$ cat src/tpg_consts.vh
// Purpose: Constants for the buzzer tone generator
// Assumes: Wishbone classic slave, 8-bit data in low bits of a 32-bit word
// Notes:   Offsets are byte addresses
`ifndef TPG_CONSTS_VH
`define TPG_CONSTS_VH

// ----------------------------------------
// Register map
// ----------------------------------------
`define TPG_ADDR_W          12
`define TPG_OFF_FUNC        12'h0f4
`define TPG_OFF_PERIOD      12'h0f8
`define TPG_OFF_PORT_OUT    12'h0fc
`define TPG_OFF_PORT_DIR    12'h100
`define TPG_OFF_STATUS      12'h104

// ----------------------------------------
// Fields and reset values
// ----------------------------------------
`define TPG_FUNC_TONE_BIT   3
`define TPG_LINE3_BIT       3
`define TPG_PER_LSB         0
`define TPG_PER_MSB         5
`define TPG_PSC_LSB         6
`define TPG_PSC_MSB         7
`define TPG_RST_BYTE        8'h00
`define TPG_RST_PERIOD      6'h00
`define TPG_RST_PSC         2'h0
`define TPG_PER_ZERO        6'h00
`define TPG_PSC_BASE_DIV    4

`endif

$ cat src/tpg_prescaler.v
// Purpose: Prescaler giving a one-cycle tick every 4, 8, 16 or 32 clocks
// Assumes: Same clock and reset as the parent
// Notes:   Restart returns the divider to zero
`timescale 1ns/100ps
`default_nettype none
`include "tpg_consts.vh"

module tpg_prescaler #(
  parameter CNT_W = 5
) (
  input  wire       ref_clk,  // System clock
  input  wire       rst_n,    // Async reset, active low
  input  wire       restart,  // Clear divider
  input  wire [1:0] sel,      // Ratio code
  output reg        tick      // One-cycle prescaled clock
);

  reg  [CNT_W-1:0] div_r;
  wire [CNT_W-1:0] last;
  wire [31:0]      last_full;

  // Ratio = 4 << sel, terminal count ratio - 1; cut to the divider width
  assign last_full = (`TPG_PSC_BASE_DIV << sel) - 1;
  assign last      = last_full[CNT_W-1:0];

  always @(posedge ref_clk or negedge rst_n) begin
    if (!rst_n) begin
      div_r <= {CNT_W{1'b0}};
      tick  <= 1'b0;
    end else if (restart) begin
      div_r <= {CNT_W{1'b0}};
      tick  <= 1'b0;
    end else if (div_r == last) begin
      div_r <= {CNT_W{1'b0}};
      tick  <= 1'b1;
    end else begin
      div_r <= div_r + 1'b1;
      tick  <= 1'b0;
    end
  end

endmodule // tpg_prescaler
`default_nettype wire

$ cat src/tpg_tone_gen.v
// Purpose: Square-wave tone generator for a piezo buzzer on port 0 line 3
// Assumes: Wishbone classic slave, ref_clk 10 MHz, single clock domain
// Notes:   Period register is write-only; reads of it return zero
//
// Summary of operation
// The tone comes from a 6-bit counter, a period register and a prescaled clock selector.
// The tone output is a square wave with equal high and low times.
// The tone reaches port0_line3 only while bit 3 of port0_function_select at 0x0f4 is 1.
// Software also sets bit 3 of port0_direction so the line is an output.
// The tone period comes from bits 0 to 5 of tone_period_prescale.
// Tone frequency is oscillator / (2 x prescale ratio x (period + 1)).
// Bits 7:6 select a prescale ratio of 4, 8, 16 or 32.
// Software loads a period of 1 to 0x3f before enabling the tone.
// The period register is write-only and never reads back.
// Any period register write with byte lane 0 selected clears the counter and restarts with the new settings.
// The counter counts prescaled clocks from zero until it equals the period field.
// On each match the output toggles and the counter returns to zero.
// A zero period holds the tone output static.
//
// The Wishbone interface to the registers was chosen for this implementation.
`timescale 1ns/100ps
`default_nettype none
`include "tpg_consts.vh"

module tpg_tone_gen #(
  parameter PER_W = 6
) (
  input  wire        ref_clk,      // 10 MHz clock
  input  wire        rst_n,        // Async reset, active low
  input  wire        wb_cyc_i,     // Wishbone cycle
  input  wire        wb_stb_i,     // Wishbone strobe
  input  wire        wb_we_i,      // Wishbone write enable
  input  wire [11:0] wb_adr_i,     // Wishbone byte address
  input  wire [31:0] wb_dat_i,     // Wishbone write data
  input  wire [3:0]  wb_sel_i,     // Wishbone byte selects
  output reg  [31:0] wb_dat_o,     // Wishbone read data
  output reg         wb_ack_o,     // Wishbone acknowledge
  output reg         wb_err_o,     // Wishbone error, unmapped address
  input  wire        port0_line3_i,  // Pin level in
  output reg         port0_line3_o,  // Pin level out
  output reg         port0_line3_oe  // Pin output enable
);

  // ----------------------------------------
  // Registers
  // ----------------------------------------
  reg  [7:0]       func_r;
  reg  [PER_W-1:0] period_r;
  reg  [1:0]       psc_r;
  reg  [7:0]       port_out_r;
  reg  [7:0]       port_dir_r;
  reg  [PER_W-1:0] cnt_r;
  reg  [PER_W-1:0] cnt_nxt;
  reg              tone_r;
  reg              tone_nxt;
  reg              restart_r;
  reg              pin_s1_r;
  reg              pin_s2_r;
  wire             tick;
  wire             req;
  wire             wr;
  wire             lane0;
  wire             hit_func;
  wire             hit_per;
  wire             hit_out;
  wire             hit_dir;
  wire             hit_stat;
  wire             hit_any;
  wire             tone_sel;
  wire             per_wr;
  reg  [7:0]       rd_byte;

  assign req      = wb_cyc_i & wb_stb_i & ~wb_ack_o & ~wb_err_o;
  assign wr       = req & wb_we_i;
  assign lane0    = wb_sel_i[0];
  assign hit_func = (wb_adr_i == `TPG_OFF_FUNC);
  assign hit_per  = (wb_adr_i == `TPG_OFF_PERIOD);
  assign hit_out  = (wb_adr_i == `TPG_OFF_PORT_OUT);
  assign hit_dir  = (wb_adr_i == `TPG_OFF_PORT_DIR);
  assign hit_stat = (wb_adr_i == `TPG_OFF_STATUS);
  assign hit_any  = hit_func | hit_per | hit_out | hit_dir | hit_stat;
  assign per_wr   = wr & hit_per & lane0;
  assign tone_sel = func_r[`TPG_FUNC_TONE_BIT];

  // ----------------------------------------
  // Pin input synchroniser
  // ----------------------------------------
  always @(posedge ref_clk or negedge rst_n) begin
    if (!rst_n) begin
      pin_s1_r <= 1'b0;
      pin_s2_r <= 1'b0;
    end else begin
      pin_s1_r <= port0_line3_i;
      pin_s2_r <= pin_s1_r;
    end
  end

  // ----------------------------------------
  // Wishbone slave, one wait state free: ack one edge after request
  // ----------------------------------------
  always @* begin
    rd_byte = 8'h00;
    if (hit_func)
      rd_byte = func_r;
    else if (hit_out)
      rd_byte = port_out_r;
    else if (hit_dir)
      rd_byte = port_dir_r;
    else if (hit_stat)
      rd_byte = {5'h00, pin_s2_r, tone_r, tone_sel};
    // Period address reads as zero
  end

  always @(posedge ref_clk or negedge rst_n) begin
    if (!rst_n) begin
      wb_ack_o   <= 1'b0;
      wb_err_o   <= 1'b0;
      wb_dat_o   <= 32'h00000000;
      func_r     <= `TPG_RST_BYTE;
      port_out_r <= `TPG_RST_BYTE;
      port_dir_r <= `TPG_RST_BYTE;
      period_r   <= `TPG_RST_PERIOD;
      psc_r      <= `TPG_RST_PSC;
      restart_r  <= 1'b0;
    end else begin
      wb_ack_o  <= req & hit_any;
      wb_err_o  <= req & ~hit_any;
      restart_r <= per_wr;
      if (req && hit_any && !wb_we_i)
        wb_dat_o <= {24'h000000, rd_byte};
      else
        wb_dat_o <= 32'h00000000;
      if (wr && lane0) begin
        if (hit_func)
          func_r <= wb_dat_i[7:0];
        if (hit_out)
          port_out_r <= wb_dat_i[7:0];
        if (hit_dir)
          port_dir_r <= wb_dat_i[7:0];
      end
      if (per_wr) begin
        period_r <= wb_dat_i[`TPG_PER_MSB:`TPG_PER_LSB];
        psc_r    <= wb_dat_i[`TPG_PSC_MSB:`TPG_PSC_LSB];
      end
    end
  end

  // ----------------------------------------
  // Prescaler
  // ----------------------------------------
  // Restart is the registered write so new settings are already in place
  tpg_prescaler #(
    .CNT_W (5)
  ) u_psc (
    .ref_clk (ref_clk),
    .rst_n   (rst_n),
    .restart (restart_r),
    .sel     (psc_r),
    .tick    (tick)
  );

  // ----------------------------------------
  // Period counter and tone toggle
  // ----------------------------------------
  always @* begin
    cnt_nxt  = cnt_r;
    tone_nxt = tone_r;
    if (restart_r) begin
      cnt_nxt = {PER_W{1'b0}};
    end else if (tick && period_r != `TPG_PER_ZERO) begin
      if (cnt_r == period_r) begin
        cnt_nxt  = {PER_W{1'b0}};
        tone_nxt = ~tone_r;
      end else begin
        cnt_nxt = cnt_r + 1'b1;
      end
    end
  end

  always @(posedge ref_clk or negedge rst_n) begin
    if (!rst_n) begin
      cnt_r  <= {PER_W{1'b0}};
      tone_r <= 1'b0;
    end else begin
      cnt_r  <= cnt_nxt;
      tone_r <= tone_nxt;
    end
  end

  // ----------------------------------------
  // Pin multiplexer
  // ----------------------------------------
  // Direction bit still rules the enable; software sets it for the tone
  always @(posedge ref_clk or negedge rst_n) begin
    if (!rst_n) begin
      port0_line3_o  <= 1'b0;
      port0_line3_oe <= 1'b0;
    end else begin
      port0_line3_o  <= tone_sel ? tone_r : port_out_r[`TPG_LINE3_BIT];
      port0_line3_oe <= port_dir_r[`TPG_LINE3_BIT];
    end
  end

endmodule // tpg_tone_gen
`default_nettype wire

$ cat config.mk
export PLATFORM = sky130hd
export DESIGN_NAME = tpg_tone_gen
export DESIGN_NICKNAME = d
export VERILOG_FILES = /design/src/tpg_prescaler.v /design/src/tpg_tone_gen.v
export VERILOG_INCLUDE_DIRS = /design/src
export SDC_FILE = /design/constraint.sdc
export NUM_CORES = 1
export LEC_CHECK = 0
export CAP_MARGIN = 20
export CORE_MARGIN = 2
export CORE_UTILIZATION = 55
export DETAILED_ROUTE_END_ITERATION = 6
export DONT_BUFFER_PORTS = 1
export PLACE_DENSITY = 0.8
export REMOVE_ABC_BUFFERS = 1
export SYNTH_ARGS = -nofsm -noshare
export SYNTH_HDL_FRONTEND = slang
export SYNTH_SLANG_ARGS = --single-unit
$ cat constraint.sdc
create_clock -name ref_clk -period 1.9 [get_ports ref_clk]
set_clock_uncertainty 0.05 [all_clocks]
set_input_delay 0.095 -clock ref_clk [delete_from_list [all_inputs] [get_ports ref_clk]]
set_output_delay 0.095 -clock ref_clk [all_outputs]
set_load 0.02 [all_outputs]
==> results of run 1 <==
[how the worst min path moves through the flow]
stage / startpoint / endpoint / slack, ns
2_1_floorplan: rst_n / cnt_r[0]$_DFFE_PN0P_ / -0.25
3_3_place_gp: rst_n / u_psc.div_r[2]$_DFF_PN0_ / -0.25
3_5_place_dp: rst_n / u_psc.div_r[3]$_DFF_PN0_ / -0.25
4_1_cts: wb_adr_i[8] / wb_dat_o[5]$_DFF_PN0_ / 0.007
5_1_grt: wb_adr_i[8] / wb_dat_o[5]$_DFF_PN0_ / 0.02
6_report: wb_adr_i[8] / wb_dat_o[5]$_DFF_PN0_ / 0.03
[power by group]
group | switching, W | internal (W)
registers | 0.00000293 | 0.00128
logic | 0.000105 | 0.0000477
clock network | 0.000483 | 0.000747
total | 0.000591 | 0.00208
[registers in the layout, summed over array words and instances (netlist names)]
| signal | cells |
|---|---|
| cnt_r | 6 |
| pin_s2_r | 1 |
| u_psc.tick | 1 |
| u_psc.div_r | 5 |
| wb_ack_o | 1 |
| restart_r | 1 |
| wb_dat_o | 8 |
| wb_err_o | 1 |
| port_dir_r | 8 |
| port0_line3_oe | 1 |
| port0_line3_o | 1 |
| psc_r | 2 |
| port_out_r | 8 |
| func_r | 8 |
| period_r | 6 |
| tone_r | 1 |
| pin_s1_r | 1 |
[layer usage]
layer / share of wire, % / global-route usage, %
met5: 0 / 0
met3: 3.5 / 3.79
met1: 46 / 28.4
met4: 2.1 / 12.5
met2: 49 / 32.4
[synthesized netlist by cell type, types with 3 or more instances]
| cell type | instances |
|---|---|
| sky130_fd_sc_hd__dfrtp_1 | 60 |
| sky130_fd_sc_hd__mux2_2 | 29 |
| sky130_fd_sc_hd__buf_4 | 25 |
| sky130_fd_sc_hd__inv_1 | 21 |
| sky130_fd_sc_hd__nor3_1 | 10 |
| sky130_fd_sc_hd__xnor2_1 | 9 |
| sky130_fd_sc_hd__o21ai_0 | 8 |
| sky130_fd_sc_hd__nand2_1 | 7 |
| sky130_fd_sc_hd__nand3_1 | 7 |
| sky130_fd_sc_hd__nor2_1 | 7 |
| sky130_fd_sc_hd__a2111oi_0 | 5 |
| sky130_fd_sc_hd__a211oi_1 | 5 |
| sky130_fd_sc_hd__a31oi_1 | 5 |
| sky130_fd_sc_hd__mux2i_1 | 4 |
| sky130_fd_sc_hd__o221ai_1 | 4 |
| sky130_fd_sc_hd__a221oi_1 | 3 |
| sky130_fd_sc_hd__mux2_4 | 3 |
| sky130_fd_sc_hd__o211ai_1 | 3 |
[worst register-to-register path: cells and delay by family (launching register included)]
kind	cells	cell delay [ns]
simple gates	3	0.78
flops	1	0.38
mux	1	0.36
buf+inv	1	0.16
[kinds of logic (layout without fill, tap and decap cells)]
logic type / count (synthesis) / in the layout / synth area share [%]
other: 1 / 24 / 0.123
flip-flops: 60 / 60 / 49.2
XOR/XNOR: 11 / 11 / 3.16
AND/OR/NAND/NOR: 57 / 57 / 14.4
multiplexers: 36 / 36 / 13.5
adder cells (fa/ha/maj): 2 / 2 / 0.820
buffers and inverters: 50 / 61 / 9.56
AO/OA/AOI/OAI: 39 / 39 / 9.27
[layout by cell type, fill, tap and decap left out, types with 2 or more instances in the layout]
cell type                       Yosys  routed
sky130_fd_sc_hd__xor2_1             2       2
sky130_fd_sc_hd__mux2_4             3       3
sky130_fd_sc_hd__ha_1               2       2
sky130_fd_sc_hd__a31oi_1            5       5
sky130_fd_sc_hd__or4_4              1       2
sky130_fd_sc_hd__nor2_4             2       2
sky130_fd_sc_hd__clkbuf_8           0      13
sky130_fd_sc_hd__conb_1             1      24
sky130_fd_sc_hd__inv_1             21      21
sky130_fd_sc_hd__a211oi_1           5       5
sky130_fd_sc_hd__and2_1             2       2
sky130_fd_sc_hd__o21ai_0            8       8
sky130_fd_sc_hd__dfrtp_1           60      60
sky130_fd_sc_hd__nand3_1            7       7
sky130_fd_sc_hd__nand2_1            7       6
sky130_fd_sc_hd__xnor2_1            9       9
sky130_fd_sc_hd__o211ai_1           3       3
sky130_fd_sc_hd__nor4_1             2       2
sky130_fd_sc_hd__nand3_4            2       2
sky130_fd_sc_hd__o221ai_1           4       4
sky130_fd_sc_hd__mux2i_1            4       4
sky130_fd_sc_hd__a221oi_1           3       3
sky130_fd_sc_hd__mux2_2            29      29
sky130_fd_sc_hd__dlygate4sd3_1      0      17
sky130_fd_sc_hd__nand4_1            2       2
sky130_fd_sc_hd__nor2_1             7       7
sky130_fd_sc_hd__nor3_1            10      10
sky130_fd_sc_hd__or2_2              2       2
sky130_fd_sc_hd__o21ai_2            1       2
sky130_fd_sc_hd__a2111oi_0          5       5
sky130_fd_sc_hd__buf_4             25       5
[cell type report]
| class | count | area [sq um] |
|---|---|---|
| clock inverters | 3 | 42.5 |
| repair buffers | 24 | 246 |
| multi-input cells | 169 | 1350 |
| clock buffers | 13 | 179 |
| inverters | 21 | 78.8 |
| fillers | 418 | 1950 |
| well taps | 72 | 90.1 |
| flip-flops and latches | 60 | 1500 |
[metrics by stage]
stage               total power (W)  std cells  TNS, ns  util (%)  hold WS, ns
finish                      0.00267        362        0      64.2       0.0311
global route                0.00277        362   -0.321      64.2       0.0172
CTS                         0.00270        362        0      64.0      0.00734
detailed placement          0.00139        328        0      56.2       -0.249
global placement            0.00139        328        0      56.2       -0.249
floorplan                   0.00138        250  -0.0787         -       -0.251
[what timing repair did]
item / CTS / global route
gates resized for setup: 0 / 4
hold endpoints to repair: 102 / 0
hold buffers: 18 / 0
setup endpoints to repair: 0 / 20
==> results.rst, run 1 <==
.. list-table::
   :header-rows: 1

   * - Metric
     - Value
   * - Run status
     - finished clean
   * - Detailed-route DRC error count
     - 0
   * - Total CTS buffers
     - 9
   * - CTS Root Buffer Type
     - sky130_fd_sc_hd__clkbuf_8
   * - Achievable frequency
     - 541 MHz
   * - Setup bufs post-CTS
     - 0
   * - Routability congestion estimate
     - 0.801
   * - Number of cells traversed by the worst register-to-register path
     - 5
   * - Async set-reset flop share out of synthesis
     - 100%
   * - Share of synthesized area occupied by flip-flops and latches
     - 49.2%
   * - Worst stage delay on the critical path
     - 0.38 ns
   * - Fraction of layout cells with a size suffix above 1
     - 25.5%
   * - Overall routed net length
     - 5940 microns
   * - Top FF cell, synth
     - sky130_fd_sc_hd__dfrtp_1
   * - Cell area after synthesis
     - 3050 sq um
   * - Number of placement rows
     - 27
   * - Critical Path Source Type
     - flip-flop
   * - Top cell type's share of synthesized area
     - 49.2%
   * - Number of unique standard cell types used by synthesis
     - 50
   * - R2r endpoint
     - func_r[7]$_DFFE_PN0P_
   * - First DRT Iteration DRCs
     - 155
   * - Clock sink count
     - 60
   * - Static leakage power
     - 1.60 nW
   * - Critical Path AT
     - 2.01 ns
   * - Antenna violations before repair
     - 0
   * - CTS HTree Levels
     - 3
   * - Yosys warning count
     - 0
   * - Period utilisation layout
     - 97.2%
   * - Cell at the slowest stage of the critical path
     - sky130_fd_sc_hd__dfrtp_1
   * - Worst slew margin relative to its limit
     - 61.9%
   * - Remaining antenna violation count
     - 0
   * - Final instance area
     - 3490 sq um
   * - Crit-path max FO
     - 8
   * - Critical-path cell list
     - nand4bb_4 > nor4_4 > buf_6 > nand4b_4 > mux2_4
   * - Average wire per cell in the routed design
     - 16.4 microns
   * - Net count reported at finish
     - 341
   * - Area overhead of the layout relative to synthesis
     - 14.5%
   * - Via density
     - 5.55
   * - DP Worst Slack
     - 0.0469 ns
   * - Hold Path Class
     - input pin to flip-flop
   * - Core area
     - 5440 sq um
   * - Average footprint of a synthesized cell
     - 11.9 sq um
   * - Initial standard-cell utilization of the core
     - 56.1%
   * - Via count of the routed design
     - 2008
   * - Remaining global-route overflow
     - 0
   * - Worst vdd rail ir drop
     - 0.408 mV
   * - Post-detail-place hpwl
     - 4000 microns
   * - Critical Path End
     - func_r[7]$_DFFE_PN0P_
   * - Library cell occupying the most area in the post-synthesis netlist
     - sky130_fd_sc_hd__dfrtp_1
   * - Maximum root-to-sink buffer count
     - 2
   * - Clock latency on the worst-skew pair
     - 0.33 ns
   * - Largest net degree at the start of global routing
     - 61
   * - Final number of max-transition violations
     - 0
   * - Clock-pin slew on the worst setup and hold paths
     - 0.06 ns
   * - Total number of cells along the worst setup path
     - 5
   * - # IOs
     - 90
   * - Flops & latches, synth
     - 60
   * - Post-layout minimum cycle time
     - 1.85 ns
   * - Final setup vio count
     - 0
   * - CTS tree
     - built
   * - Placed Area
     - 3060 sq um
   * - Worst setup slack after layout
     - 0.0531 ns
   * - DIE HEIGHT
     - 78.5 microns
   * - Slew at the pin with the worst max-slew slack
     - 0.566 ns
   * - Critical Path End Type
     - flip-flop
   * - Total global routing track utilization
     - 21.2%
   * - Number of cells produced by synthesis
     - 256
   * - # diodes
     - 0
   * - Worst hold path depth
     - 3
   * - Power density cells
     - 764 nW/um^2
   * - Worst setup slack for register-to-register paths
     - 0.05 ns
   * - Die X
     - 78.5 microns
   * - Timing startpoint of the critical path
     - wb_err_o$_DFF_PN0_
   * - Main area contributors after synthesis
     - sky130_fd_sc_hd__dfrtp_1 (49%), sky130_fd_sc_hd__mux2_2 (11%), sky130_fd_sc_hd__buf_4 (6.2%)
   * - Number of maximum-capacitance constraint violations
     - 0
   * - Floorplan die area
     - 6160 sq um
   * - Largest delay contributor family on the critical path
     - simple AND/OR/NAND/NOR gates
   * - First-pass DRT Iterations
     - 4
   * - Final hold violation count
     - 0
   * - Category of the most critical setup path
     - flip-flop to flip-flop
   * - Global-route wire length before repair
     - 9880 microns
   * - Reg-to-reg critical path startpoint
     - wb_err_o$_DFF_PN0_
   * - Port bufs
     - 0
   * - Vias in the first global route
     - 1999
   * - Number of buffer and inverter instances along the worst setup path
     - 1
   * - Setup repair after global routing missed its margin
     - true
   * - Count of flip-flops with a built-in enable after synthesis
     - 0
   * - Required time at the worst-slack endpoint
     - 2.06 ns
(Power assumes the default switching activity.)
==> run 2: changes to the inputs <==
- CTS_BUF_LIST: not set -> sky130_fd_sc_hd__clkbuf_16
==> run 2 against run 1 <==
Utilization rose by 1.0 points. Count of clock-buffer cells in the layout fell by 4. Cell area is 1.6% higher. Highest routed layer unchanged. Critical path depth unchanged. Die area stayed put. First-iteration DRC count shrank 1.9%. Largest power group is now clock. Clock power up 24%. Sequential power about the same.
==> results.rst, run 2 (synthesis results as in run 1) <==
.. list-table::
   :header-rows: 1

   * - Metric
     - Value
   * - Detailed-route DRC error count
     - 0
   * - Power Internal
     - 0.00232 W
   * - CTS Root Buffer Type
     - sky130_fd_sc_hd__clkbuf_16
   * - Worst vdd rail ir drop
     - 0.513 mV
   * - # IOs
     - 90
   * - Timing startpoint of the critical path
     - wb_err_o$_DFF_PN0_
   * - Post-layout minimum cycle time
     - 1.85 ns
   * - Power density cells
     - 838 nW/um^2
   * - Met1 global-route usage
     - 26.4%
   * - Met3 capacity usage during global routing
     - 5.06%
   * - Die X
     - 78.5 microns
   * - Count of filler cells inserted in the layout
     - 408
   * - Antenna violations before repair
     - 0
   * - Sum of internal, switching and leakage power
     - 0.00297 W
   * - Crit-path max FO
     - 8
   * - Cell at the slowest stage of the critical path
     - sky130_fd_sc_hd__dfrtp_1
   * - Fraction of layout cells with a size suffix above 1
     - 24.1%
   * - Period utilisation layout
     - 97.2%
   * - Number of buffer and inverter instances along the worst setup path
     - 1
   * - Remaining global-route overflow
     - 0
   * - Core area
     - 5440 sq um
   * - Core occupancy in the finished layout
     - 65.2%
   * - Highest-count cells in the layout ignoring fill and taps
     - sky130_fd_sc_hd__dfrtp_1 (60), sky130_fd_sc_hd__mux2_2 (29), sky130_fd_sc_hd__conb_1 (24)
   * - Sequential Power Share
     - 43.3%
   * - Hold WS
     - 0.0206 ns
   * - Hold Path Class
     - input pin to flip-flop
   * - Run status
     - finished clean
   * - Portion of total power attributed to combinational logic
     - 5.1%
   * - R2r endpoint
     - func_r[7]$_DFFE_PN0P_
   * - CTS HTree Levels
     - 3
   * - Number of placed instances with taps included
     - 328
   * - Area overhead of the layout relative to synthesis
     - 16.3%
   * - Clock sink count
     - 60
   * - Routability congestion estimate
     - 0.801
   * - Critical Path End
     - func_r[7]$_DFFE_PN0P_
   * - Critical Path End Type
     - flip-flop
   * - Total global routing track utilization
     - 21.3%
   * - First-pass DRT Iterations
     - 7
   * - Setup repair after global routing missed its margin
     - true
   * - Via density
     - 5.70
   * - Largest delay contributor family on the critical path
     - simple AND/OR/NAND/NOR gates
   * - Post-detail-place hpwl
     - 4000 microns
   * - Number of placement rows
     - 27
   * - Most common cell after layout, fill and taps aside
     - sky130_fd_sc_hd__dfrtp_1
   * - Final setup vio count
     - 0
   * - Net count reported at finish
     - 341
   * - Reg-to-reg critical path startpoint
     - wb_err_o$_DFF_PN0_
   * - Slew at the pin with the worst max-slew slack
     - 0.652 ns
   * - Critical Path AT
     - 2.00 ns
   * - Category of the most critical setup path
     - flip-flop to flip-flop
   * - Maximum root-to-sink buffer count
     - 2
   * - Initial standard-cell utilization of the core
     - 56.1%
   * - Worst stage delay on the critical path
     - 0.37 ns
   * - Static leakage power
     - 1.63 nW
   * - DIE HEIGHT
     - 78.5 microns
   * - GR peak layer
     - met2
   * - Fraction of power spent switching nets
     - 21.8%
   * - CTS tree
     - built
   * - Critical-path cell list
     - nand4bb_4 > nor4_4 > buf_6 > nand4b_4 > mux2_4
   * - # diodes
     - 0
   * - Vias in the first global route
     - 2025
   * - Met2 capacity usage during global routing
     - 33.4%
   * - Achievable frequency
     - 541 MHz
   * - Worst setup slack for register-to-register paths
     - 0.05 ns
   * - Number of cells traversed by the worst register-to-register path
     - 5
   * - Overall routed net length
     - 5940 microns
   * - Final number of max-transition violations
     - 0
   * - Floorplan die area
     - 6160 sq um
   * - Largest net degree at the start of global routing
     - 61
   * - Port bufs
     - 0
   * - Global-route wire length before repair
     - 9830 microns
   * - Worst slew margin relative to its limit
     - 56.2%
   * - Required time at the worst-slack endpoint
     - 2.06 ns
   * - First DRT Iteration DRCs
     - 152
   * - Net switching power figure
     - 0.000649 W
   * - Number of maximum-capacitance constraint violations
     - 0
   * - Clock latency on the worst-skew pair
     - 0.32 ns
   * - Remaining antenna violation count
     - 0
   * - Total CTS buffers
     - 9
   * - Average wire per cell in the routed design
     - 16.4 microns
   * - Final non-filler cell total
     - 362
   * - Via count of the routed design
     - 2062
   * - Final hold violation count
     - 0
   * - Clock-pin slew on the worst setup and hold paths
     - 0.05 ns
   * - Total number of cells along the worst setup path
     - 5
   * - Clk network pwr share
     - 51.6%
   * - Critical Path Source Type
     - flip-flop
run 2: cell types whose count changed in the layout (fill, tap and decap cells not counted):
cell,delta
sky130_fd_sc_hd__clkbuf_8,-13
sky130_fd_sc_hd__clkbuf_16,+9
sky130_fd_sc_hd__clkinv_1,+4
sky130_fd_sc_hd__buf_4,+1
sky130_fd_sc_hd__dlygate4sd3_1,-1
sky130_fd_sc_hd__or4_1,+1
sky130_fd_sc_hd__or4_4,-1
run 2: timing repair:
item,in CTS,in global routing
buffers inserted,0,1
hold endpoints to repair,100,0
gates resized for setup,0,3
endpoints found under the setup margin,0,16
hold buffers,17,0
run 2: worst register-to-register path: stages (launching register included):
cell                        delay [ns]
sky130_fd_sc_hd__dfrtp_1          0.37
sky130_fd_sc_hd__nand4bb_4        0.27
sky130_fd_sc_hd__nor4_4           0.29
sky130_fd_sc_hd__buf_6            0.17
sky130_fd_sc_hd__nand4b_4         0.23
sky130_fd_sc_hd__mux2_4           0.36
run 2: through the flow:
step	setup WS, ns	setup TNS, ns	cell area [sq um]
6_report	0.0526	0	3550
5_1_grt	-0.0437	-0.196	3550
4_1_cts	0.0327	0	3530
3_5_place_dp	0.0469	0	3060
3_3_place_gp	0.0676	0	3060
2_1_floorplan	-0.0247	-0.0787	2920
run 2: worst min-delay path by stage:
stage	start	end	slack (ns)	depth (start not counted)
global route	wb_adr_i[8]	wb_dat_o[3]$_DFF_PN0_	0.03	3
floorplan	rst_n	cnt_r[0]$_DFFE_PN0P_	-0.25	0
global placement	rst_n	u_psc.div_r[2]$_DFF_PN0_	-0.25	0
CTS	wb_adr_i[8]	wb_dat_o[4]$_DFF_PN0_	0.01	3
detailed placement	rst_n	u_psc.div_r[3]$_DFF_PN0_	-0.25	0
finish	wb_adr_i[11]	restart_r$_DFF_PN0_	0.02	3
run 2: metal layers:
layer | routed length, microns | up-vias
li1 | - | 948
met1 | 2640 | 1033
met2 | 2870 | 62
met3 | 224 | 19
met4 | 213 | 0
met5 | 0 | -
run 2: power groups by stage:
stage	logic (W)	registers, W	clock network (W)
floorplan	0.0000704	0.00131	0
finish	0.000151	0.00129	0.00153
global route	0.000165	0.00129	0.00162
CTS	0.000150	0.00129	0.00155
detailed placement	0.0000790	0.00131	0
global placement	0.0000785	0.00131	0
run 2: layout make-up:
type	instances	area, sq um	area share, %
clock buffer	9	225	6.35
clock inverter	7	57.6	1.62
multi-input combinational	169	1350	38.1
timing repair buffer	24	244	6.88
sequential	60	1500	42.3
tap	72	90.1	2.54
inverter	21	78.8	2.22
